**config.mk**
```make
export PLATFORM = sky130hd
export DESIGN_NAME = fsa_top
export DESIGN_NICKNAME = d
export VERILOG_FILES = /design/src/shared/fsa_pkg.sv /design/src/core/fsa_top.sv
export SDC_FILE = /design/constraint.sdc
export NUM_CORES = 1
export LEC_CHECK = 0
export BUFFER_PORTS_ARGS = -buffer_cell sky130_fd_sc_hd__buf_2
export CORE_MARGIN = 10
export CORE_UTILIZATION = 30
export DETAILED_ROUTE_END_ITERATION = 8
export PLACE_DENSITY = 0.5
export SLEW_MARGIN = 5
export SYNTH_ARGS = -nofsm -noshare
export SYNTH_HDL_FRONTEND = slang
export SYNTH_SLANG_ARGS = --single-unit
```
**constraint.sdc**
```tcl
create_clock -name clock -period 1.8 [get_ports clock]
set_clock_uncertainty 0.1 [all_clocks]
set_input_delay 0.18 -clock clock [delete_from_list [all_inputs] [get_ports clock]]
set_output_delay 0.18 -clock clock [all_outputs]
set_load 0.005 [all_outputs]
```
**src/shared/fsa_pkg.sv**
```systemverilog
/*
  Constants and carrier types for the fault status aggregator.
  Assumes a byte-wide register command port fed by a serial bus engine.
*/
package fsa_pkg;
  // ==========================================
  // Register codes
  localparam logic [7:0] FSA_WP_CODE    = 8'h10; // Write protect control
  localparam logic [7:0] FSA_INDEX_CODE = 8'hc0; // fault_location_index
  localparam logic [7:0] FSA_BUSW_CODE  = 8'hd2; // bus_voltage_warning_status
  // ==========================================
  // Field positions and reset values
  localparam int         FSA_WP_BIT     = 7;     // 1 blocks writes
  localparam int         FSA_ALERT_BIT  = 7;     // Index summary bit
  localparam logic [7:0] FSA_BUSW_RST   = 8'h00;
  localparam logic [7:0] FSA_INDEX_RST  = 8'h00;
  localparam logic [7:0] FSA_WP_RST     = 8'h00;
  localparam logic [7:0] FSA_UNMAP_RD   = 8'h00; // Unmapped read value
  // Mode qualification: step-down bits 0,1,6; step-up bits 2..5,7
  localparam logic [7:0] FSA_BUCK_MASK  = 8'h43;
  localparam logic [7:0] FSA_BOOST_MASK = 8'hbc;
  // ==========================================
  // Timing counts
  localparam int         FSA_SYNC_DEPTH = 3;     // Pin synchroniser flops
  localparam int         FSA_RD_LAT     = 1;     // Cycles to read data

  // Command from the bus engine
  typedef struct packed {
    logic       valid; // One-cycle request
    logic       write; // 1 write, 0 read
    logic [7:0] code;  // Register code
    logic [7:0] wdata; // Write byte
  } fsa_cmd_s;

  // Read answer
  typedef struct packed {
    logic       valid; // One-cycle answer
    logic [7:0] data;  // Read byte
  } fsa_rsp_s;
endpackage : fsa_pkg

```
**src/core/fsa_top.sv**
```systemverilog
/*
  Fault status aggregator: bus warning status flags, fault index
  summary, write protection and the active-low alert pin.
  Assumes warning detectors are asynchronous levels, the mode input and
  the flags of status registers two to seven come from the same clock.
*/
`timescale 1ns/1ns
// Overview of operation
// - Index bit n shows status register n+1 nonzero
// - Index bit 7 and pin flag any fault
// - Step-down: low bus output overvoltage sets bit0
// - Step-down: low bus output undervoltage sets bit1
// - Step-up: low bus input overvoltage sets bit2
// - Step-up: low bus input undervoltage sets bit3
// - Step-up: high bus output overvoltage sets bit4
// - Step-up: high bus output undervoltage sets bit5
// - Step-down: high bus input overvoltage sets bit6
// - Step-up: high bus input undervoltage sets bit7
// - Status resets zero, read/write, write protected
// - Alert pin drops as soon as fault seen
// - Flags stick until clear-all or write-back
module fsa_top (
  input  wire logic            clock,             // 25 MHz
  input  wire logic            reset_n,           // Sync, active low
  input  wire fsa_pkg::fsa_cmd_s cmd,             // Register request
  input  wire logic            clear_all,         // Clear-all strobe
  input  wire logic            step_up_mode,      // 1 step-up, 0 down
  input  wire logic [7:0]      warn_detect,       // Async detectors
  input  wire logic [5:0]      other_reg_nonzero, // Registers 2..7
  output fsa_pkg::fsa_rsp_s    rsp,               // Read answer
  output logic                 fault_alert_pin_n  // Active-low alert
);
  import fsa_pkg::*;

  // ==========================================
  // Detector synchronisers
  logic [7:0] s1_reg, s2_reg, s3_reg;        // Three-flop chains
  logic [7:0] stable_reg, stable_next;       // Agreed levels

  // Second and third must agree before a change counts
  always_comb begin
    stable_next = stable_reg;
    for (int i = 0; i < 8; i++) begin
      if (s2_reg[i] == s3_reg[i]) begin
        stable_next[i] = s3_reg[i];
      end
    end
  end

  // Synchroniser flops, one generate branch per detector
  genvar g;
  generate
    for (g = 0; g < 8; g++) begin : g_sync
      always_ff @(posedge clock) begin
        if (!reset_n) begin
          s1_reg[g]     <= 1'b0;
          s2_reg[g]     <= 1'b0;
          s3_reg[g]     <= 1'b0;
          stable_reg[g] <= 1'b0;
        end else begin
          s1_reg[g]     <= warn_detect[g]; // First flop: read only by s2
          s2_reg[g]     <= s1_reg[g];
          s3_reg[g]     <= s2_reg[g];
          stable_reg[g] <= stable_next[g];
        end
      end
    end
  endgenerate

  // ==========================================
  // Command decode
  logic wp_reg, wp_next;        // Write protect bit
  logic wr_any;                 // Any write request
  logic wr_ok;                  // Write allowed by protection
  logic wr_busw;                // Accepted write-back to status
  logic clr_ok;                 // Accepted clear-all

  // Writes pass only while protection is off, except to the WP register
  always_comb begin
    wr_any  = cmd.valid && cmd.write;
    wr_ok   = wr_any && !wp_reg;
    wr_busw = wr_ok && (cmd.code == FSA_BUSW_CODE);
    clr_ok  = clear_all && !wp_reg;
  end

  // Write-protect register always writable so software can unlock
  always_comb begin
    wp_next = wp_reg;
    if (wr_any && (cmd.code == FSA_WP_CODE)) begin
      wp_next = cmd.wdata[FSA_WP_BIT];
    end
  end

  // ==========================================
  // Bus warning status flags
  logic [7:0] status_reg, status_next; // bus_voltage_warning_status
  logic [7:0] set_vec;                 // Mode-qualified detections
  logic [7:0] clr_vec;                 // Bits being cleared

  // Each detector is gated by the conversion mode it belongs to
  always_comb begin
    if (step_up_mode) begin
      set_vec = stable_reg & FSA_BOOST_MASK;
    end else begin
      set_vec = stable_reg & FSA_BUCK_MASK;
    end
  end

  // Write-back of a set bit clears it; a fresh detection wins
  always_comb begin
    clr_vec = 8'h00;
    if (clr_ok) begin
      clr_vec = 8'hff;
    end else if (wr_busw) begin
      clr_vec = cmd.wdata & status_reg;
    end
    status_next = (status_reg & ~clr_vec) | set_vec;
  end

  // ==========================================
  // Fault index and alert
  logic [7:0] index_reg, index_next;   // fault_location_index
  logic       alert_n_next;            // Next pin level

  // Index is derived state; writes to it are ignored on purpose
  always_comb begin
    index_next[0]   = |status_next;
    index_next[6:1] = other_reg_nonzero;
    index_next[FSA_ALERT_BIT] = |index_next[6:0];
    alert_n_next    = !index_next[FSA_ALERT_BIT];
  end

  // ==========================================
  // Read answer
  fsa_rsp_s rsp_next; // Next read answer for the rsp register

  // Unmapped codes read as zero; writes give no answer
  always_comb begin
    rsp_next.valid = cmd.valid && !cmd.write;
    if (cmd.code == FSA_BUSW_CODE) begin
      rsp_next.data = status_reg;
    end else if (cmd.code == FSA_INDEX_CODE) begin
      rsp_next.data = index_reg;
    end else if (cmd.code == FSA_WP_CODE) begin
      rsp_next.data = {wp_reg, 7'h00};
    end else begin
      rsp_next.data = FSA_UNMAP_RD;
    end
    if (!rsp_next.valid) begin
      rsp_next.data = 8'h00;
    end
  end

  // ==========================================
  // State registers
  always_ff @(posedge clock) begin
    if (!reset_n) begin
      wp_reg            <= FSA_WP_RST[FSA_WP_BIT];
      status_reg        <= FSA_BUSW_RST;
      index_reg         <= FSA_INDEX_RST;
      fault_alert_pin_n <= 1'b1;
      rsp               <= '0;
    end else begin
      wp_reg            <= wp_next;
      status_reg        <= status_next;
      index_reg         <= index_next;
      fault_alert_pin_n <= alert_n_next;
      rsp               <= rsp_next;
    end
  end
endmodule : fsa_top

```
==> impl_metrics.prom <==
# TYPE chip_impl_metric gauge
chip_impl_metric{name="cpPeakStageDelay",unit="ns"} 0.54
chip_impl_metric{name="post_synth_fa_ha_maj_area_fraction",unit=""} 0
chip_impl_metric{name="postSynthAreaPerCell",unit="sq um"} 10.3
chip_impl_metric{name="placeableCoreArea",unit="sq um"} 6350
chip_impl_metric{name="synth_area",unit="sq um"} 1970
chip_impl_metric{name="detailed_route_wl",unit="um"} 4290
chip_impl_info{name="cp_delay_by_family_top",value="simple AND/OR/NAND/NOR gates"} 1
chip_impl_metric{name="slew_headroom",unit=""} 0.723
chip_impl_metric{name="flow.area_growth_from_synthesis",unit="%"} 37.9
chip_impl_metric{name="dp_worst_setup_slack",unit="ns"} -0.247
chip_impl_metric{name="cts.htree.levels",unit=""} 3
chip_impl_metric{name="final_cell_count_no_fill",unit=""} 346
chip_impl_metric{name="fillCellCount",unit=""} 630
chip_impl_info{name="run_status",value="finished, final reports clean"} 1
chip_impl_metric{name="grt_remaining_overflow",unit=""} 0
chip_impl_metric{name="hpwlAfterDp",unit="um"} 3160
chip_impl_metric{name="grt_max_degree",unit=""} 34
chip_impl_metric{name="postCtsSetupBuffers",unit=""} 0
chip_impl_metric{name="design.final.nets",unit=""} 300
chip_impl_metric{name="final_layout_size_suffix_gt1_frac",unit=""} 0.283
chip_impl_info{name="worstHoldPathType",value="input pin to flop"} 1
chip_impl_metric{name="finalHoldViolCount",unit=""} 0
chip_impl_metric{name="vdd_ir_drop_max",unit="V"} 0.000566
chip_impl_metric{name="cp_num_buf_inv",unit=""} 2
chip_impl_metric{name="pin_count",unit=""} 46
chip_impl_info{name="rsz_0062_raised_after_global_routing",value="false"} 1
chip_impl_metric{name="tritoncts.num_buffers",unit=""} 9
chip_impl_metric{name="critPathMaxFanout",unit=""} 8
chip_impl_metric{name="drt_first_pass_iters",unit=""} 4
chip_impl_metric{name="number_of_input_and_output_port_buffers_inserted",unit=""} 45
chip_impl_metric{name="starting_utilization_of_the_core_area",unit=""} 0.310
chip_impl_info{name="end_kind",value="flop"} 1
chip_impl_metric{name="worst_skew_pair.late_latency",unit="ns"} 0.33
chip_impl_info{name="critical_path_class",value="input pin to flop"} 1
chip_impl_metric{name="route.detailed.drc",unit=""} 0
chip_impl_metric{name="final_antenna_net_count",unit=""} 0
chip_impl_metric{name="period_share",unit=""} 0.929
chip_impl_metric{name="number_of_warnings_printed_during_yosys_synthesis",unit=""} 0
chip_impl_metric{name="cap_viol_max_count",unit=""} 0
chip_impl_metric{name="route.vias.total",unit=""} 1508
chip_impl_metric{name="n_antenna_cell",unit=""} 0
chip_impl_info{name="critical_path.cell_chain",value="buf_2 -> or4_4 -> nor4_4 -> buf_6 -> a31oi_1 -> nor4_2 -> a41oi_1"} 1
chip_impl_metric{name="max-clock-path-buffers",unit=""} 2
chip_impl_metric{name="dieArea",unit="sq um"} 10200
chip_impl_metric{name="fin_ws",unit="ns"} 0.127
chip_impl_info{name="clk_root_buffer_cell",value="clkbuf_8"} 1
chip_impl_metric{name="largest_register_ffs",unit=""} 9
chip_impl_metric{name="min_period",unit="ns"} 1.67
chip_impl_metric{name="maxClockFrequency",unit="MHz"} 598
chip_impl_metric{name="hold-worst-slack",unit="ns"} 0.0769
chip_impl_metric{name="power.density_cell_area",unit="nW/um^2"} 1030
chip_impl_metric{name="synthesized_area_fraction_occupied_by_ao_oa_aoi_and_oai_cells",unit=""} 0.135
chip_impl_metric{name="synth-seq-cells",unit=""} 59
chip_impl_metric{name="antenna_found_initial",unit=""} 0
chip_impl_metric{name="route.detailed.wl_per_inst",unit="um"} 12.4
chip_impl_info{name="synth_top_family_by_area",value="simple AND/OR/NAND/NOR gates"} 1
chip_impl_metric{name="ff2ff_setup_slack",unit="ns"} 0.14
chip_impl_metric{name="required_time_at_the_endpoint_of_the_critical_path",unit="ns"} 1.89
chip_impl_metric{name="via_count_of_the_first_global_routing_pass",unit=""} 1534
chip_impl_metric{name="grt_use_total",unit=""} 0.0918
chip_impl_metric{name="seqCellArea",unit="sq um"} 1180
chip_impl_info{name="critical_path_source_type",value="input pin"} 1
chip_impl_metric{name="dieHeight",unit="um"} 101
chip_impl_metric{name="post_synth_xor_area_fraction",unit=""} 0
chip_impl_metric{name="critPathArrivalTime",unit="ns"} 1.76
chip_impl_metric{name="globalplace.congestion",unit=""} 0.742
chip_impl_metric{name="seq_area_frac_synth",unit=""} 0.600
chip_impl_metric{name="synth.mux.area_fraction",unit=""} 0.00508
chip_impl_metric{name="route.detailed.vias_per_inst",unit=""} 4.36
chip_impl_metric{name="numClockSinks",unit=""} 59
chip_impl_metric{name="synth_simple_gate_area_share",unit=""} 0.247
chip_impl_metric{name="syn_inst",unit=""} 192
chip_impl_metric{name="placedCellCount",unit=""} 315
chip_impl_metric{name="setup-violations-final",unit=""} 0
chip_impl_metric{name="iteration_0_drc_markers",unit=""} 49
chip_impl_metric{name="power_leakage",unit="uW"} 0.00112
chip_impl_metric{name="num_rows",unit=""} 29
chip_impl_metric{name="synth_nets",unit=""} 228
chip_impl_metric{name="multi_input_area",unit="sq um"} 779
chip_impl_metric{name="chipWidth",unit="um"} 101
chip_impl_info{name="cpMaxStageDelayCell",value="or4_4"} 1
chip_impl_metric{name="global_route_wire_length_before_repair",unit="um"} 7180
chip_impl_metric{name="tightest_slew",unit="ns"} 0.412
chip_impl_metric{name="post_cts_clock_slew_at_the_launch_and_capture_registers_of_the_worst_setup_and_hold_paths",unit="ns"} 0.07
chip_impl_info{name="clock_tree_from_tritoncts",value="done"} 1
chip_impl_metric{name="synth.distinct_cells",unit=""} 26
chip_impl_metric{name="slew_viol_final",unit=""} 0
chip_impl_info{name="register_with_the_most_flip_flops",value="rsp"} 1
worst register-to-register path: stages (launching register included):
cell and delay [ns]:
dfxtp_2 0.35, nor4_4 0.29, buf_6 0.17, a31oi_1 0.11
nor4_2 0.36, a41oi_1 0.15
cell type report:
type | instances | area share
Tap cell | 77 | 0.0355
Multi-Input combinational cell | 126 | 0.287
Timing Repair Buffer | 66 | 0.156
Inverter | 2 | 0.00276
Clock buffer | 10 | 0.0507
Clock inverter | 6 | 0.0327
Sequential cell | 59 | 0.435
cell families (layout without fill, tap and decap cells):
kind of cell    after synthesis  count (layout)
simple gates                 82              82
mux                           1               1
flops                        59              59
buf+inv                       7              84
compound gates               43              43
per-layer routing:
layer	vias to the layer above	track usage	part of all wire
met2	33	0.143	0.47
met1	667	0.0971	0.46
met3	7	0.0583	0.062
li1	801	-	-
met5	-	0	0
met4	0	0.0386	0.015
where the power goes:
group,leakage [uW],switching [uW],internal (uW)
sequential,0.000482,9.50,1340
clock,0.000108,506,816
combinational,0.000533,57.9,74.8
cells in the mapped netlist:
cell type	count	area (sq um)
a41o_1	1	10.0
a21boi_1	4	30.0
a41oi_1	1	8.76
inv_2	1	3.75
nand3_1	1	5.00
nand2_1	15	56.3
and2_1	38	238
a21oi_1	15	75.1
mux2i_1	1	10.0
nor2b_1	6	37.5
a21boi_0	1	7.51
o21ai_0	8	40.0
nor4_4	1	21.3
nor4_1	2	12.5
inv_1	1	3.75
clkbuf_1	5	18.8
nor4_2	3	37.5
dfxtp_1	59	1180
a22oi_1	7	52.6
or4_4	1	11.3
nor2_1	11	41.3
a222oi_1	1	10.0
nand3b_1	1	7.51
nand2b_1	2	12.5
a31oi_1	5	31.3
nand4_1	1	6.26
repair_timing:
action                                 in CTS  in global routing
gates resized for setup                     0                  6
setup endpoints to repair                   0                  3
endpoints found under the hold margin      15                  0
hold buffers                               15                  0
final timing paths:
path | start | to | depth (start not counted)
min reg2reg | s1_reg[3] | s2_reg[3] | 1
max reg2reg | wp_reg | index_reg[7] | 5
max | cmd[11] | index_reg[7] | 7
min | reset_n | status_reg[6] | 2
cells in the final DEF, fill, tap and decap left out, types with 2 or more instances in the layout:
master         synthesis  final
a22oi_1                7      7
nor4_1                 2      2
dlygate4sd3_1          0     15
clkinvlp_4             0      2
buf_2                  0     45
clkbuf_8               0     10
nor2b_1                6      6
nor4_2                 3      2
dfxtp_1               59     58
nand2_1               15     15
nor2_1                11     11
and2_1                38     38
a21oi_1               15     15
o21ai_0                8      8
bufinv_16              0      2
a31oi_1                5      4
nor4_4                 1      2
a21boi_1               4      5
buf_4                  0      5
per-stage QoR:
stage | setup TNS [ns] | utilization | total power [uW] | cell area [sq um]
CTS | 0 | 0.424 | 2850 | 2690
global route | 0 | 0.428 | 2950 | 2720
finish | 0 | 0.428 | 2800 | 2720
floorplan | -0.205 | - | 1420 | 1970
detailed placement | -0.870 | 0.365 | 1490 | 2320
global placement | -0.743 | 0.365 | 1490 | 2320
No activity file was read; power rests on OpenSTA's default activity.
